### src/dcit_pkg.sv
// Purpose: shared constants and types for the channel irq/trigger block
// Assumes: 16-bit register held in the low half of a 32-bit axi word
// Notes:   offsets are byte addresses
package dcit_pkg;
   // ----------------------------------------------------------------
   // register map
   // ----------------------------------------------------------------
   localparam logic [7:0]  IRQ_STATUS_OFFSET  = 8'h00;
   localparam logic [7:0]  CHANNEL_CTRL_OFFSET = 8'h04;
   localparam logic [7:0]  UPPER_LIMIT_OFFSET = 8'h08;
   localparam logic [7:0]  LOWER_LIMIT_OFFSET = 8'h0C;
   localparam logic [7:0]  START_COUNT_OFFSET = 8'h10;
   // ----------------------------------------------------------------
   // irq status field positions
   // ----------------------------------------------------------------
   localparam int PENDING_BIT   = 15;
   localparam int TRIG_SEL_LSB  = 8;
   localparam int TRIG_SEL_MSB  = 13;
   localparam int UPPER_BIT     = 7;
   localparam int LOWER_BIT     = 6;
   localparam int DONE_BIT      = 5;
   localparam int HALF_BIT      = 4;
   localparam int OVRUN_BIT     = 3;
   localparam int HALF_EN_BIT   = 0;
   localparam logic [15:0] IRQ_STATUS_WMASK = 16'h3FF9;
   localparam logic [15:0] IRQ_STATUS_RESET = 16'h0000;
   // control register fields
   localparam int CHAN_EN_BIT    = 0;
   localparam int DUMMY_MODE_BIT = 10;
   localparam logic [15:0] CHANNEL_CTRL_RESET = 16'h0000;
   localparam logic [15:0] UPPER_LIMIT_RESET  = 16'hFFFF;
   localparam logic [15:0] LOWER_LIMIT_RESET  = 16'h0800;
   localparam logic [15:0] START_COUNT_RESET  = 16'h0000;
   // ----------------------------------------------------------------
   // address space and trigger codes
   // ----------------------------------------------------------------
   localparam logic [15:0] SFR_TOP      = 16'h07FF;
   localparam logic [15:0] DATA_RAM_TOP = 16'h27FF;
   localparam logic [5:0]  TRIG_NONE    = 6'h00;
   localparam logic [5:0]  TRIG_CIPHER  = 6'h3F;
   localparam int          NUM_EVENTS   = 64;
   localparam int          NUM_CHANNELS = 6;
   localparam logic [1:0]  AXI_OKAY     = 2'h0;
   localparam logic [1:0]  AXI_SLVERR   = 2'h2;

   typedef enum logic [1:0] {
      WR_IDLE,
      WR_RESP
   } dcit_wr_state_type;
endpackage

### src/dcit_limit_if.sv
// Purpose: carries one checked access and its limit verdicts
// Assumes: same clock as the main module
// Notes:   one pair of flags per checker instance
`timescale 1ns/1ps
interface dcit_limit_if;
   logic        access;
   logic [15:0] addr;
   logic [15:0] upper;
   logic [15:0] lower;
   logic        above;
   logic        below;
   modport checker_end (input access, addr, upper, lower,
                        output above, below);
   modport user_end (output access, addr, upper, lower,
                     input above, below);
endinterface

### src/dcit_limit_check.sv
// Purpose: compares one completed access against the address limits
// Assumes: access has already been carried out
// Notes:   purely combinational
`timescale 1ns/1ps
module dcit_limit_check
   import dcit_pkg::*;
(
   dcit_limit_if.checker_end lim
);
   // ----------------------------------------------------------------
   // verdict
   // ----------------------------------------------------------------
   // checked after the fact, the access itself is never blocked
   always_comb begin
      lim.above = lim.access &&
                  ((lim.addr > lim.upper) || (lim.addr > DATA_RAM_TOP));
      lim.below = lim.access && (lim.addr < lim.lower) &&
                  (lim.addr > SFR_TOP);
   end
endmodule // dcit_limit_check

### src/dcit_channel.sv
// Purpose: per-channel status, trigger select and irq for a dma channel
// Assumes: transfer engine reports accesses, counts and session ends
// Notes:   registers reached over axi4-lite, 16 bits in the low half
//
// Overview of operation
// - pending flag high until buffered datum stored
// - six-bit trigger select at bits 13-8
// - fixed code map, zero none, chaining allowed
// - upper flag on access above limit/ram
// - lower flag below limit, above sfr range
// - enabled: done shows current session finished
// - disabled: done shows last session completed
// - halfway flag when count reaches midpoint
// - overrun flag on trigger while busy
// - halfway enable: irq at half and done
// - halfway disabled: irq only at done
// - software-written flags raise no irq
// - limits checked after access, not before
// - bits 14, 2, 1 read zero
// - dummy mode adds source write per dest
// - enable gates trigger response
//
// The placing of the registers and the AXI4-Lite interface to the registers were decided locally.
`timescale 1ns/1ps
module dcit_channel
   import dcit_pkg::*;
(
   input  wire logic                 I_CLK,
   input  wire logic                 I_SYS_RST,
   input  wire logic [7:0]           I_AWADDR,
   input  wire logic                 I_AWVALID,
   output logic                      O_AWREADY,
   input  wire logic [31:0]          I_WDATA,
   input  wire logic [3:0]           I_WSTRB,
   input  wire logic                 I_WVALID,
   output logic                      O_WREADY,
   output logic [1:0]                O_BRESP,
   output logic                      O_BVALID,
   input  wire logic                 I_BREADY,
   input  wire logic [7:0]           I_ARADDR,
   input  wire logic                 I_ARVALID,
   output logic                      O_ARREADY,
   output logic [31:0]               O_RDATA,
   output logic [1:0]                O_RRESP,
   output logic                      O_RVALID,
   input  wire logic                 I_RREADY,
   input  wire logic [dcit_pkg::NUM_EVENTS-1:0]   I_EVENTS,
   input  wire logic [dcit_pkg::NUM_CHANNELS-1:0] I_CHAN_DONE,
   input  wire logic                 I_CIPHER_DONE,
   input  wire logic                 I_BUSY,
   input  wire logic                 I_SESSION_START,
   input  wire logic                 I_SESSION_END,
   input  wire logic                 I_SESSION_ABORT,
   input  wire logic                 I_ACCESS,
   input  wire logic [15:0]          I_SRC_ADDR,
   input  wire logic [15:0]          I_DST_ADDR,
   input  wire logic                 I_COUNT_WRITE,
   input  wire logic [15:0]          I_TRANSFER_COUNT,
   input  wire logic                 I_BUF_LOADED,
   input  wire logic                 I_BUF_STORED,
   output logic                      O_TRIGGER,
   output logic                      O_CHANNEL_ENABLE,
   output logic                      O_DUMMY_WRITE_MODE,
   output logic [5:0]                O_TRIGGER_SELECT,
   output logic                      O_CHANNEL_IRQ
);
   // ----------------------------------------------------------------
   // state
   // ----------------------------------------------------------------
   typedef struct packed {
      dcit_wr_state_type wr_state;
      logic [7:0]        aw_addr;
      logic              aw_have;
      logic [31:0]       w_data;
      logic [3:0]        w_strb;
      logic              w_have;
      logic [1:0]        b_resp;
      logic              r_valid;
      logic [31:0]       r_data;
      logic [1:0]        r_resp;
      logic [15:0]       status;
      logic [15:0]       ctrl;
      logic [15:0]       upper_lim;
      logic [15:0]       lower_lim;
      logic [15:0]       start_cnt;
      logic              irq;
      logic              trig;
   } dcit_state_type;

   dcit_state_type s_q;
   dcit_state_type s_d;

   // ----------------------------------------------------------------
   // limit checkers
   // ----------------------------------------------------------------
   // one checker per pointer, both see the same limits
   dcit_limit_if src_lim ();
   dcit_limit_if dst_lim ();

   dcit_limit_check u_src_check (.lim(src_lim));
   dcit_limit_check u_dst_check (.lim(dst_lim));

   logic [NUM_EVENTS-1:0] ev_map;
   logic                  sel_event;
   logic                  wr_fire;
   logic [15:0]           wval;
   logic                  half_hit;
   logic [15:0]           half_mark;

   // ----------------------------------------------------------------
   // event map
   // ----------------------------------------------------------------
   always_comb begin
      // chained and cipher codes override the raw lines
      ev_map            = I_EVENTS;
      ev_map[TRIG_NONE] = 1'b0;
      ev_map[6'h38]     = I_CHAN_DONE[0];
      ev_map[6'h2E]     = I_CHAN_DONE[1];
      ev_map[6'h27]     = I_CHAN_DONE[2];
      ev_map[6'h1D]     = I_CHAN_DONE[3];
      ev_map[6'h14]     = I_CHAN_DONE[4];
      ev_map[6'h0F]     = I_CHAN_DONE[5];
      ev_map[TRIG_CIPHER] = I_CIPHER_DONE;
   end

   assign sel_event = ev_map[s_q.status[TRIG_SEL_MSB:TRIG_SEL_LSB]];

   // ----------------------------------------------------------------
   // limit checks
   // ----------------------------------------------------------------
   // source only matters when dummy writes go back to it
   always_comb begin
      src_lim.access = I_ACCESS && s_q.ctrl[DUMMY_MODE_BIT];
      src_lim.addr   = I_SRC_ADDR;
      src_lim.upper  = s_q.upper_lim;
      src_lim.lower  = s_q.lower_lim;
      dst_lim.access = I_ACCESS;
      dst_lim.addr   = I_DST_ADDR;
      dst_lim.upper  = s_q.upper_lim;
      dst_lim.lower  = s_q.lower_lim;
   end

   // ----------------------------------------------------------------
   // halfway watermark
   // ----------------------------------------------------------------
   // midpoint of start value and zero
   // odd start counts round the midpoint down
   assign half_mark = {1'b0, s_q.start_cnt[15:1]};
   assign half_hit  = I_COUNT_WRITE && (I_TRANSFER_COUNT == half_mark)
                      && (s_q.start_cnt != 16'h0000);

   assign wr_fire = s_q.aw_have && s_q.w_have && s_q.wr_state == WR_IDLE;
   assign wval    = s_q.w_data[15:0];

   // ----------------------------------------------------------------
   // next state
   // ----------------------------------------------------------------
   always_comb begin
      s_d      = s_q;
      s_d.trig = 1'b0;
      s_d.irq  = 1'b0;
      // ----------------------------------------------------------------
      // register bus write
      // ----------------------------------------------------------------
      // write channel: address and data taken in either order
      if (I_AWVALID && !s_q.aw_have && s_q.wr_state == WR_IDLE) begin
         s_d.aw_addr = I_AWADDR;
         s_d.aw_have = 1'b1;
      end
      if (I_WVALID && !s_q.w_have && s_q.wr_state == WR_IDLE) begin
         s_d.w_data = I_WDATA;
         s_d.w_strb = I_WSTRB;
         s_d.w_have = 1'b1;
      end
      // software writes first, hardware sets below win over them
      if (wr_fire) begin
         s_d.aw_have  = 1'b0;
         s_d.w_have   = 1'b0;
         s_d.wr_state = WR_RESP;
         s_d.b_resp   = AXI_OKAY;
         case (s_q.aw_addr)
            IRQ_STATUS_OFFSET: begin
               // stored only, the irq path sees hardware events only
               if (s_q.w_strb[0])
                  s_d.status[7:0] = (wval[7:0] & IRQ_STATUS_WMASK[7:0])
                     | (s_q.status[7:0] & ~IRQ_STATUS_WMASK[7:0]);
               if (s_q.w_strb[1])
                  s_d.status[15:8] = (wval[15:8] & IRQ_STATUS_WMASK[15:8])
                     | (s_q.status[15:8] & ~IRQ_STATUS_WMASK[15:8]);
            end
            CHANNEL_CTRL_OFFSET: begin
               if (s_q.w_strb[0]) s_d.ctrl[7:0] = wval[7:0];
               if (s_q.w_strb[1]) s_d.ctrl[15:8] = wval[15:8];
            end
            UPPER_LIMIT_OFFSET: begin
               if (s_q.w_strb[0]) s_d.upper_lim[7:0] = wval[7:0];
               if (s_q.w_strb[1]) s_d.upper_lim[15:8] = wval[15:8];
            end
            LOWER_LIMIT_OFFSET: begin
               if (s_q.w_strb[0]) s_d.lower_lim[7:0] = wval[7:0];
               if (s_q.w_strb[1]) s_d.lower_lim[15:8] = wval[15:8];
            end
            START_COUNT_OFFSET: begin
               if (s_q.w_strb[0]) s_d.start_cnt[7:0] = wval[7:0];
               if (s_q.w_strb[1]) s_d.start_cnt[15:8] = wval[15:8];
            end
            default: s_d.b_resp = AXI_SLVERR;
         endcase
      end
      case (s_q.wr_state)
         WR_IDLE: ;
         WR_RESP: if (I_BREADY) s_d.wr_state = WR_IDLE;
         default: s_d.wr_state = WR_IDLE;
      endcase
      // ----------------------------------------------------------------
      // register bus read
      // ----------------------------------------------------------------
      // one read at a time, arready low while a reply waits
      if (s_q.r_valid && I_RREADY)
         s_d.r_valid = 1'b0;
      if (I_ARVALID && !s_q.r_valid) begin
         s_d.r_valid = 1'b1;
         s_d.r_resp  = AXI_OKAY;
         s_d.r_data  = 32'h0000_0000;
         case (I_ARADDR)
            IRQ_STATUS_OFFSET:   s_d.r_data[15:0] = s_q.status;
            CHANNEL_CTRL_OFFSET: s_d.r_data[15:0] = s_q.ctrl;
            UPPER_LIMIT_OFFSET:  s_d.r_data[15:0] = s_q.upper_lim;
            LOWER_LIMIT_OFFSET:  s_d.r_data[15:0] = s_q.lower_lim;
            START_COUNT_OFFSET:  s_d.r_data[15:0] = s_q.start_cnt;
            default:             s_d.r_resp = AXI_SLVERR;
         endcase
      end
      // ----------------------------------------------------------------
      // hardware flag updates, set wins over software clear
      // ----------------------------------------------------------------
      // load wins, so a datum taken as another lands stays flagged
      if (s_q.ctrl[DUMMY_MODE_BIT]) begin
         if (I_BUF_LOADED) s_d.status[PENDING_BIT] = 1'b1;
         else if (I_BUF_STORED) s_d.status[PENDING_BIT] = 1'b0;
      end else begin
         s_d.status[PENDING_BIT] = 1'b0;
      end
      if (src_lim.above || dst_lim.above)
         s_d.status[UPPER_BIT] = 1'b1;
      if (src_lim.below || dst_lim.below)
         s_d.status[LOWER_BIT] = 1'b1;
      if (s_q.ctrl[CHAN_EN_BIT] && I_SESSION_START)
         s_d.status[DONE_BIT] = 1'b0;
      // an end in the same cycle still wins
      if (I_SESSION_ABORT)
         s_d.status[DONE_BIT] = 1'b0;
      if (I_SESSION_END) begin
         s_d.status[DONE_BIT] = 1'b1;
         s_d.irq = 1'b1;
      end
      if (half_hit) begin
         s_d.status[HALF_BIT] = 1'b1;
         if (s_q.status[HALF_EN_BIT]) s_d.irq = 1'b1;
      end
      // overrun counts only triggers the channel accepts
      if (s_q.ctrl[CHAN_EN_BIT] && sel_event) begin
         s_d.trig = 1'b1;
         if (I_BUSY) s_d.status[OVRUN_BIT] = 1'b1;
      end
   end

   // ----------------------------------------------------------------
   // registers
   // ----------------------------------------------------------------
   always_ff @(posedge I_CLK) begin
      if (I_SYS_RST) begin
         s_q           <= '0;
         s_q.wr_state  <= WR_IDLE;
         s_q.status    <= IRQ_STATUS_RESET;
         s_q.ctrl      <= CHANNEL_CTRL_RESET;
         s_q.upper_lim <= UPPER_LIMIT_RESET;
         s_q.lower_lim <= LOWER_LIMIT_RESET;
         s_q.start_cnt <= START_COUNT_RESET;
      end else begin
         s_q <= s_d;
      end
   end

   // ----------------------------------------------------------------
   // outputs
   // ----------------------------------------------------------------
   // readies combinational, so a master waits only while a held word or a reply is pending
   assign O_AWREADY = !s_q.aw_have && s_q.wr_state == WR_IDLE;
   assign O_WREADY  = !s_q.w_have && s_q.wr_state == WR_IDLE;
   assign O_BVALID  = s_q.wr_state == WR_RESP;
   assign O_BRESP   = s_q.b_resp;
   assign O_ARREADY = !s_q.r_valid;
   assign O_RVALID  = s_q.r_valid;
   assign O_RDATA   = s_q.r_data;
   assign O_RRESP   = s_q.r_resp;
   // ----------------------------------------------------------------
   // channel outputs
   // ----------------------------------------------------------------
   assign O_TRIGGER = s_q.trig;
   assign O_CHANNEL_ENABLE   = s_q.ctrl[CHAN_EN_BIT];
   assign O_DUMMY_WRITE_MODE = s_q.ctrl[DUMMY_MODE_BIT];
   assign O_TRIGGER_SELECT   = s_q.status[TRIG_SEL_MSB:TRIG_SEL_LSB];
   assign O_CHANNEL_IRQ      = s_q.irq;
endmodule // dcit_channel

### config.mk
export PLATFORM = sky130hd
export DESIGN_NAME = dcit_channel
export DESIGN_NICKNAME = d
export VERILOG_FILES = /design/src/dcit_pkg.sv /design/src/dcit_limit_if.sv /design/src/dcit_limit_check.sv /design/src/dcit_channel.sv
export SDC_FILE = /design/constraint.sdc
export NUM_CORES = 1
export LEC_CHECK = 0
export BUFFER_PORTS_ARGS = -buffer_cell sky130_fd_sc_hd__buf_2
export CORE_UTILIZATION = 56
export CTS_BUF_LIST = sky130_fd_sc_hd__clkbuf_16
export CTS_CLUSTER_SIZE = 30
export DETAILED_ROUTE_END_ITERATION = 8
export PLACE_DENSITY = 0.92
export SETUP_SLACK_MARGIN = 0.3
export SYNTH_ARGS = -nofsm -noshare
export SYNTH_HDL_FRONTEND = slang
export SYNTH_SLANG_ARGS = --single-unit
### constraint.sdc
create_clock -name I_CLK -period 3.9 [get_ports I_CLK]
set_input_delay 0.39 -clock I_CLK [delete_from_list [all_inputs] [get_ports I_CLK]]
set_output_delay 0.39 -clock I_CLK [all_outputs]
set_load 0.005 [all_outputs]
==> flow_summary.ini, run 1 <==
[worst_setup_path]
worstPathArrival_ns = 2.97
slowest_stage = nor2_1
r2r-start = s_q[119]
r2r_slack_ns = 1.25
crit_type = reg2reg
worstRegToRegCells = 6
start_kind = register
slowest_delay_ns = 0.90
cp_top_family = simple AND/OR/NAND/NOR gates
cp_max_fo = 16
crit_path_end_kind = register
path_buf_inv = 1
rr_endpoint = dst_lim.upper[10]
worstPathRequired_ns = 4.23
path_cells = nor4bb_1 -> buf_4 -> nand4_1 -> nor2_1 -> nand2_1 -> o211ai_1

[cts]
cts_root_buffer = clkbuf_16
clock_latency_ns = 0.42
clk_pin_slew_ns = 0.05
clockBufferDepth = 2
cts.repair.resized = 0
cts_setup_buffers = 0
htreeDepth = 4
cts_inserted_buffers = 17
cts-hold-fix-buffers = 0
cts_tree = done
numClockSinks = 128

[power_and_ir_drop]
p_leak_nw = 3.87
vdd_drop_max_v = 0.000234
power.density_nw_per_um2 = 376

[synth]
ys_types = 58
synth-seq-cells = 128
synth_edf_count = 0
yosys-top-cells-count = 128 x dfxtp_1, 115 x nand2_1, 85 x nor2_1
synth_largest_area_cell = dfxtp_1
synth.avg_cell_area_um2 = 8.65
synth.most_common_cell = dfxtp_1
synth_top_area_share_pct = 33.3
synth_cells = 889
ys_seq_area_share_pct = 33.3
ys_warn_count = 0
syn_area_um2 = 7690
ys_async_sr_fraction_pct = 0
synthTopCellsByArea = dfxtp_1 33%, mux2i_1 10%, ha_1 10%
ys.flop_type = dfxtp_1

[place]
place_inst = 1199
placed_area_um2 = 8490
portBuffers = 192
hpwl_mm = 16.7
place_congestion = 0.952

[sta]
hold_viol = 0
period_minus_slack_ns = 2.65
rsz0062_at_grt = false
finalCritPeriodShare_pct = 67.9
max_freq_ghz = 0.378
setup-tns-final_ns = 0
slew_viol_final = 0
setup_viol = 0
worst-slew-pin-transition_ns = 1.06
holdWs_ns = 0.172
slew_headroom_pct = 29.2
fin_skew_ns = 0.00559

[die]
core_area_um2 = 13300
pin_count = 237
start_util_pct = 57.8
dieArea_um2 = 14200
chipWidth_um = 119
die_h_um = 119
rows = 42

[drt]
vias = 7419
drt-wirelength-per-cell_um = 18.1
drt_iter0_drc = 755
dr.max_layer_used = met4
vias_per_cell = 6.03
wl_met2_mm = 11.0
wl_met3_mm = 2.13
wl_met1_mm = 8.43
dr.pass1.iters = 5
drc = 0
routed_wl_mm = 22.3
drtAntennaViolNets = 0

[cells_and_area]
drive_above_1_share_pct = 22.9
final_core_util_pct = 68.7
stdcell_area_um2 = 9140
area_growth_pct = 18.8
instances_no_fill = 1231
nNetsFinal = 1290

[global_routing]
groute.usage.overall_pct = 31.7
grt_max_degree = 97
antenna_found_initial = 0
grt_overflow = 0
grt_first_pass_wirelength_mm = 34.9
grt_pass1_vias = 7120

[worst_hold_path]
worstHoldPathCells = 2
worstHoldEndpoint = O_RVALID
hold_class = in2reg
min_from = I_RREADY

[run]
drv_cap = 0

[outcome]
status = finished, final reports clean
logic make-up (layout without fill, tap and decap cells):
logic type      Yosys count  after routing  share of synthesized area (%)
compound gates          187            187                           15.2
xor+xnor                 15             15                           1.71
fa+ha+maj                62             62                           10.1
buf+inv                 120            267                           8.25
flops                   128            128                           33.3
mux                      95             95                           14.8
other cells               1             20                         0.0488
simple gates            281            281                           16.6
sequential cells by signal (all words and copies together) (netlist names), 6 cells and up:
signal,cells
O_TRIGGER_SELECT,6
dst_lim.lower,16
s_q,52
O_RDATA,16
half_mark,15
dst_lim.upper,16
power breakdown:
group | switching [W] | leakage (nW) | total, W | internal, W
Combinational | 0.000174 | 2.51 | 0.000323 | 0.000149
Sequential | 0.0000353 | 1.04 | 0.00137 | 0.00134
Clock | 0.000562 | 0.312 | 0.00174 | 0.00118
Total | 0.000771 | 3.87 | 0.00344 | 0.00267
per-stage QoR:
stage	setup slack [ns]	power [W]
5_1_grt	1.12	0.00354
2_1_floorplan	1.70	0.00158
3_5_place_dp	1.25	0.00171
3_3_place_gp	1.30	0.00170
4_1_cts	1.27	0.00343
6_report	1.25	0.00344
metal layers:
metal | vias to the layer above | GRT usage, %
met4 | 0 | 14.7
met3 | 78 | 6.18
li1 | 3428 | -
met2 | 490 | 55.6
met5 | - | 0
met1 | 3423 | 36.9
placed cells by master, fill, tap and decap left out, types with 7 or more instances in the layout:
master and count:
nand4_1 16, nor2_1 85, inv_1 41, clkbuf_16 17, a221oi_1 16, nor4_1 8, o21ai_0 37, mux4_1 8
dfxtp_1 128, nor2b_1 12, o211ai_1 18, xnor2_1 13, nor3_1 8, buf_2 192, a21oi_1 71, nand2_1 115
nand2b_1 7, a21o_1 12, mux2i_1 79, conb_1 19, ha_1 62
worst reg2reg max path: cells and delay by family (launching register included):
kind,cells,cell delay [ns]
AO/OA/AOI/OAI,1,0.16
buffers and inverters,1,0.24
flip-flops,1,0.34
AND/OR/NAND/NOR,4,1.81
how the worst max path moves through the flow:
stage                                   start                end  slack [ns]  cells after the start
final                                s_q[119]  dst_lim.upper[10]        1.25                      6
after global routing                 s_q[119]  dst_lim.upper[10]        1.12                      6
after CTS                            s_q[157]            s_q[71]        1.27                      6
after detailed placement          I_ARADDR[1]         O_RDATA[9]        1.25                      6
after global placement            I_ARADDR[1]         O_RDATA[9]        1.30                      6
after floorplan           O_TRIGGER_SELECT[1]            s_q[69]        1.70                      8
area by class of cell:
type | instances | area [um^2]
Antenna cell | 1 | 2.50
Clock buffer | 17 | 425
Clock inverter | 14 | 223
Fill cell | 1009 | 4160
Inverter | 39 | 146
Multi-Input combinational cell | 659 | 4560
Sequential cell | 128 | 2560
Tap cell | 176 | 220
Timing Repair Buffer | 197 | 998
(Power assumes the default switching activity.)
==> run 2, diff against run 1 <==
--- a/config.mk
+++ b/config.mk
@@ -6,11 +6,11 @@
 export NUM_CORES = 1
 export LEC_CHECK = 0
 export BUFFER_PORTS_ARGS = -buffer_cell sky130_fd_sc_hd__buf_2
-export CORE_UTILIZATION = 56
+export CORE_UTILIZATION = 52
 export CTS_BUF_LIST = sky130_fd_sc_hd__clkbuf_16
 export CTS_CLUSTER_SIZE = 30
 export DETAILED_ROUTE_END_ITERATION = 8
-export PLACE_DENSITY = 0.92
+export PLACE_DENSITY = 0.87
 export SETUP_SLACK_MARGIN = 0.3
 export SYNTH_ARGS = -nofsm -noshare
 export SYNTH_HDL_FRONTEND = slang
==> constraint.sdc (replaced) <==
create_clock -name I_CLK -period 2.7 [get_ports I_CLK]
set_input_delay 0.27 -clock I_CLK [delete_from_list [all_inputs] [get_ports I_CLK]]
set_output_delay 0.27 -clock I_CLK [all_outputs]
set_load 0.005 [all_outputs]
==> run 2 against run 1 <==
Clock skew is 0.0013 ns higher. Register-to-register slack worse by 0.82 ns. Highest routed layer unchanged. Clock power is 23% higher. Cell count is 1.8% higher. Critical endpoint is now s_q[69].
==> flow_summary.ini, run 2 (synthesis results as in run 1) <==
[outcome]
status = finished, final reports clean

[worst_setup_path]
worstRegToRegCells = 5
worstPathRequired_ns = 3.01
path_cells = mux4_1 -> mux4_2 -> o22ai_1 -> nor3_1 -> a311o_1
cp_max_fo = 7
worstPathArrival_ns = 2.57
rr_endpoint = s_q[69]
r2r-start = O_TRIGGER_SELECT[1]
slowest_delay_ns = 0.58
crit_path_end_kind = register
slowest_stage = mux4_1
start_kind = register
r2r_slack_ns = 0.44
crit_type = reg2reg

[die]
start_util_pct = 53.1
pin_count = 237
core_area_um2 = 14500
chipWidth_um = 124
die_h_um = 124
rows = 44
dieArea_um2 = 15300

[drt]
vias = 7196
dr.pass1.iters = 7
routed_wl_mm = 21.7
drt_iter0_drc = 473
drc = 0
drtAntennaViolNets = 0
drt-wirelength-per-cell_um = 17.3
vias_per_cell = 5.74

[sta]
rsz0062_at_grt = true
worst-slew-pin-transition_ns = 0.955
slew_headroom_pct = 36.2
holdWs_ns = 0.0412
fin_skew_ns = 0.00687
hold_viol = 0
finalCritPeriodShare_pct = 83.9
period_minus_slack_ns = 2.26
max_freq_ghz = 0.442
setup-tns-final_ns = 0
setup_viol = 0
slew_viol_final = 0

[worst_hold_path]
hold_class = in2reg
worstHoldEndpoint = O_RVALID
worstHoldPathCells = 2
min_from = I_RREADY

[global_routing]
groute.usage.overall_pct = 29.1
grt_overflow = 0
antenna_found_initial = 1
grt_pass1_vias = 6791
grt_max_degree = 81
grt_first_pass_wirelength_mm = 33.5

[cts]
cts_tree = done
cts_inserted_buffers = 17
cts_root_buffer = clkbuf_16
numClockSinks = 128
htreeDepth = 4
clk_pin_slew_ns = 0.06
clock_latency_ns = 0.42
clockBufferDepth = 2

[power_and_ir_drop]
vdd_drop_max_v = 0.000427
p_leak_nw = 3.91
power.density_nw_per_um2 = 500

[cells_and_area]
layout_common_cells = 192 x buf_2, 127 x dfxtp_1, 115 x nand2_1
stdcell_area_um2 = 9180
mostFrequentLayoutCell = buf_2
multi_input_area_um2 = 4570
nNetsFinal = 1303
drive_above_1_share_pct = 23.9
area_growth_pct = 19.3
largest-register = s_q
final_core_util_pct = 63.4
final.fill_count = 1238
largest_reg_flops = 52
seq_area_um2 = 2560

[place]
portBuffers = 192
hpwl_mm = 16.8
placed_area_um2 = 8610
place_congestion = 0.910

[run]
drv_cap = 0
[run 2: metrics by stage]
stage / total power [W] / instances / setup WS, ns
2_1_floorplan: 0.00228 / 907 / 0.504
3_3_place_gp: 0.00247 / 1220 / 0.372
3_5_place_dp: 0.00248 / 1220 / 0.299
4_1_cts: 0.00460 / 1252 / 0.314
5_1_grt: 0.00475 / 1253 / 0.271
6_report: 0.00459 / 1253 / 0.436
[run 2: repair_timing]
action,4_1_cts,5_1_grt
endpoints found under the hold margin,0,0
resized for setup,1,2
endpoints found under the setup margin,1,4
hold buffers,0,0
setup buffers,0,0
[run 2: final cells by class]
| type | instances | area share (%) |
|---|---|---|
| Multi-Input combinational cell | 659 | 49.8 |
| Sequential cell | 128 | 27.9 |
| Timing Repair Buffer | 210 | 12.1 |
| Clock buffer | 17 | 4.64 |
| Tap cell | 184 | 2.51 |
| Inverter | 39 | 1.60 |
| Clock inverter | 15 | 1.42 |
| Antenna cell | 1 | 0.0273 |
[run 2: how the worst max path moves through the flow]
stage,startpoint,endpoint,slack [ns]
after floorplan,O_TRIGGER_SELECT[1],s_q[69],0.50
after global placement,O_TRIGGER_SELECT[1],s_q[69],0.37
after detailed placement,O_TRIGGER_SELECT[1],s_q[69],0.30
after CTS,O_TRIGGER_SELECT[1],s_q[69],0.31
after global routing,s_q[119],s_q[64],0.27
final,O_TRIGGER_SELECT[1],s_q[69],0.44
[run 2: report_power, final]
group / internal (W) / total [W] / switching, W
combinational: 0.000219 / 0.000467 / 0.000248
clock: 0.00133 / 0.00214 / 0.000810
sequential: 0.00193 / 0.00198 / 0.0000491
[run 2: worst max-delay path, delay by kind of cell, from the launching register on]
| family | cells | cell delay, ns |
|---|---|---|
| flops | 1 | 0.43 |
| compound gates | 2 | 0.54 |
| mux | 2 | 1.09 |
| simple gates | 1 | 0.10 |
[run 2: metal layers]
| layer | vias to the layer above | track usage [%] | wire length [um] |
|---|---|---|---|
| met2 | 337 | 49.1 | 10400 |
| met4 | 0 | 12.7 | 714 |
| li1 | 3451 | - | - |
| met5 | - | 0 | 0 |
| met3 | 52 | 6.04 | 1760 |
| met1 | 3356 | 35.7 | 8790 |
==> run 3, diff against run 2 <==
==> constraint.sdc (replaced) <==
create_clock -name I_CLK -period 2.35 [get_ports I_CLK]
set_input_delay 0.235 -clock I_CLK [delete_from_list [all_inputs] [get_ports I_CLK]]
set_output_delay 0.235 -clock I_CLK [all_outputs]
set_load 0.005 [all_outputs]
==> run 3 against run 2 <==
Cell area up 4.0%. Highest routed layer unchanged. Fmax is 5.0% higher. Largest power group unchanged. Total power grew 23%. First-iteration DRC count is 43% higher.
==> flow_summary.ini, run 3 (synthesis results as in run 1) <==
[sta]
fin_skew_ns = 0.00651
worst-slew-pin-transition_ns = 0.847
rsz0062_at_grt = true
slew_headroom_pct = 43.4
setup-tns-final_ns = 0
setup_viol = 0
finalCritPeriodShare_pct = 91.8
hold_viol = 0
max_freq_ghz = 0.464
slew_viol_final = 0
period_minus_slack_ns = 2.16

[power_and_ir_drop]
vdd_drop_max_v = 0.000383
p_int_w = 0.00434
p_leak_nw = 3.98
power.share.clock_pct = 49.5
power.density_nw_per_um2 = 590
comb_power_share_pct = 10.1
pwr-share-seq_pct = 40.4
switchingPower_w = 0.00129
p_sw_share_pct = 23.0
power_w = 0.00564

[cells_and_area]
largest_reg_flops = 52
antennaDiodeCount = 0
seq_area_um2 = 2580
multi_input_area_um2 = 4730
area_growth_pct = 24.1
mostFrequentLayoutCell = buf_2
layout_common_cells = 192 x buf_2, 119 x dfxtp_1, 115 x nand2_1
drive_above_1_share_pct = 28.7
final.fill_count = 1158
stdcell_area_um2 = 9550
largest-register = s_q
nNetsFinal = 1319
final_core_util_pct = 65.9

[cts]
cts_root_buffer = clkbuf_16
cts_inserted_buffers = 17
clockBufferDepth = 2
numClockSinks = 128
clock_latency_ns = 0.41
cts_tree = done
htreeDepth = 4
clk_pin_slew_ns = 0.06

[die]
rows = 44
die_h_um = 124
core_area_um2 = 14500
chipWidth_um = 124
pin_count = 237
start_util_pct = 53.1
dieArea_um2 = 15300

[drt]
dr.pass1.iters = 7
vias_per_cell = 5.80
drtAntennaViolNets = 0
vias = 7357
drt_iter0_drc = 675
drc = 0
routed_wl_mm = 22.8
drt-wirelength-per-cell_um = 18.0

[worst_setup_path]
cp_max_fo = 8
worstRegToRegCells = 5
crit_path_end_kind = register
crit_start = O_TRIGGER_SELECT[1]
r2r-start = O_TRIGGER_SELECT[1]
rr_endpoint = s_q[69]
r2r_slack_ns = 0.19
worstPathRequired_ns = 2.65
worstPathArrival_ns = 2.46
crit_type = reg2reg
crit_end = s_q[69]
start_kind = register

[global_routing]
grt_pass1_vias = 7008
grt_max_degree = 96
groute.usage.overall_pct = 30.2
grt_overflow = 0
grt_first_pass_wirelength_mm = 34.8
antenna_found_initial = 0

[worst_hold_path]
hold_class = in2reg
min_from = I_WDATA[4]

[place]
placed_area_um2 = 8700
place_congestion = 0.926
portBuffers = 192
hpwl_mm = 17.3

[run]
drv_cap = 0

[outcome]
status = finished, final reports clean
## run 3: worst min-delay path by stage
stage / depth (start not counted) / endpoint
after floorplan: 1 / O_RVALID
after global placement: 2 / O_RVALID
after detailed placement: 2 / O_RVALID
after CTS: 3 / s_q[128]
after global routing: 3 / s_q[136]
final: 3 / s_q[128]
## run 3: metal layers
metal | GRT usage [%] | vias to the layer above | wire length (um)
li1 | - | 3478 | -
met2 | 51.5 | 395 | 11100
met4 | 12.6 | 0 | 646
met1 | 36.8 | 3439 | 9230
met3 | 6.18 | 45 | 1820
met5 | 0 | - | 0
## run 3: cell type report
class,count,area share [%]
inverters,39,1.53
multi-input cells,659,49.5
well taps,184,2.41
clock inverters,15,2.08
flip-flops and latches,128,27.0
clock buffers,17,4.46
repair buffers,226,13.0
## run 3: critical path, stage by stage, from the launching register on
cell and delay (ns):
dfxtp_4 0.43, mux4_2 0.50, mux4_2 0.51, o22ai_2 0.20, nor3_2 0.08, a311o_1 0.31
## run 3: timing repair
action,CTS,global route
endpoints found under the setup margin,5,31
gates resized for setup,12,31
buffers inserted,1,0
endpoints found under the hold margin,1,0
pin swaps,6,3
hold buffers,1,0
## run 3: power by group through the flow
stage | clock network [W] | logic [W] | registers (W)
after detailed placement | 0 | 0.000541 | 0.00232
after global routing | 0.00291 | 0.000632 | 0.00228
after floorplan | 0 | 0.000331 | 0.00229
after CTS | 0.00281 | 0.000549 | 0.00227
final | 0.00279 | 0.000569 | 0.00228
after global placement | 0 | 0.000526 | 0.00232
## run 3: stage by stage
stage	std cells	setup WS (ns)	hold slack, ns
after global placement	1234	0.117	0.423
final	1268	0.193	0.0566
after global routing	1268	0.139	0.0600
after CTS	1268	0.227	0.0476
after detailed placement	1234	0.0683	0.424
after floorplan	907	0.286	0.334
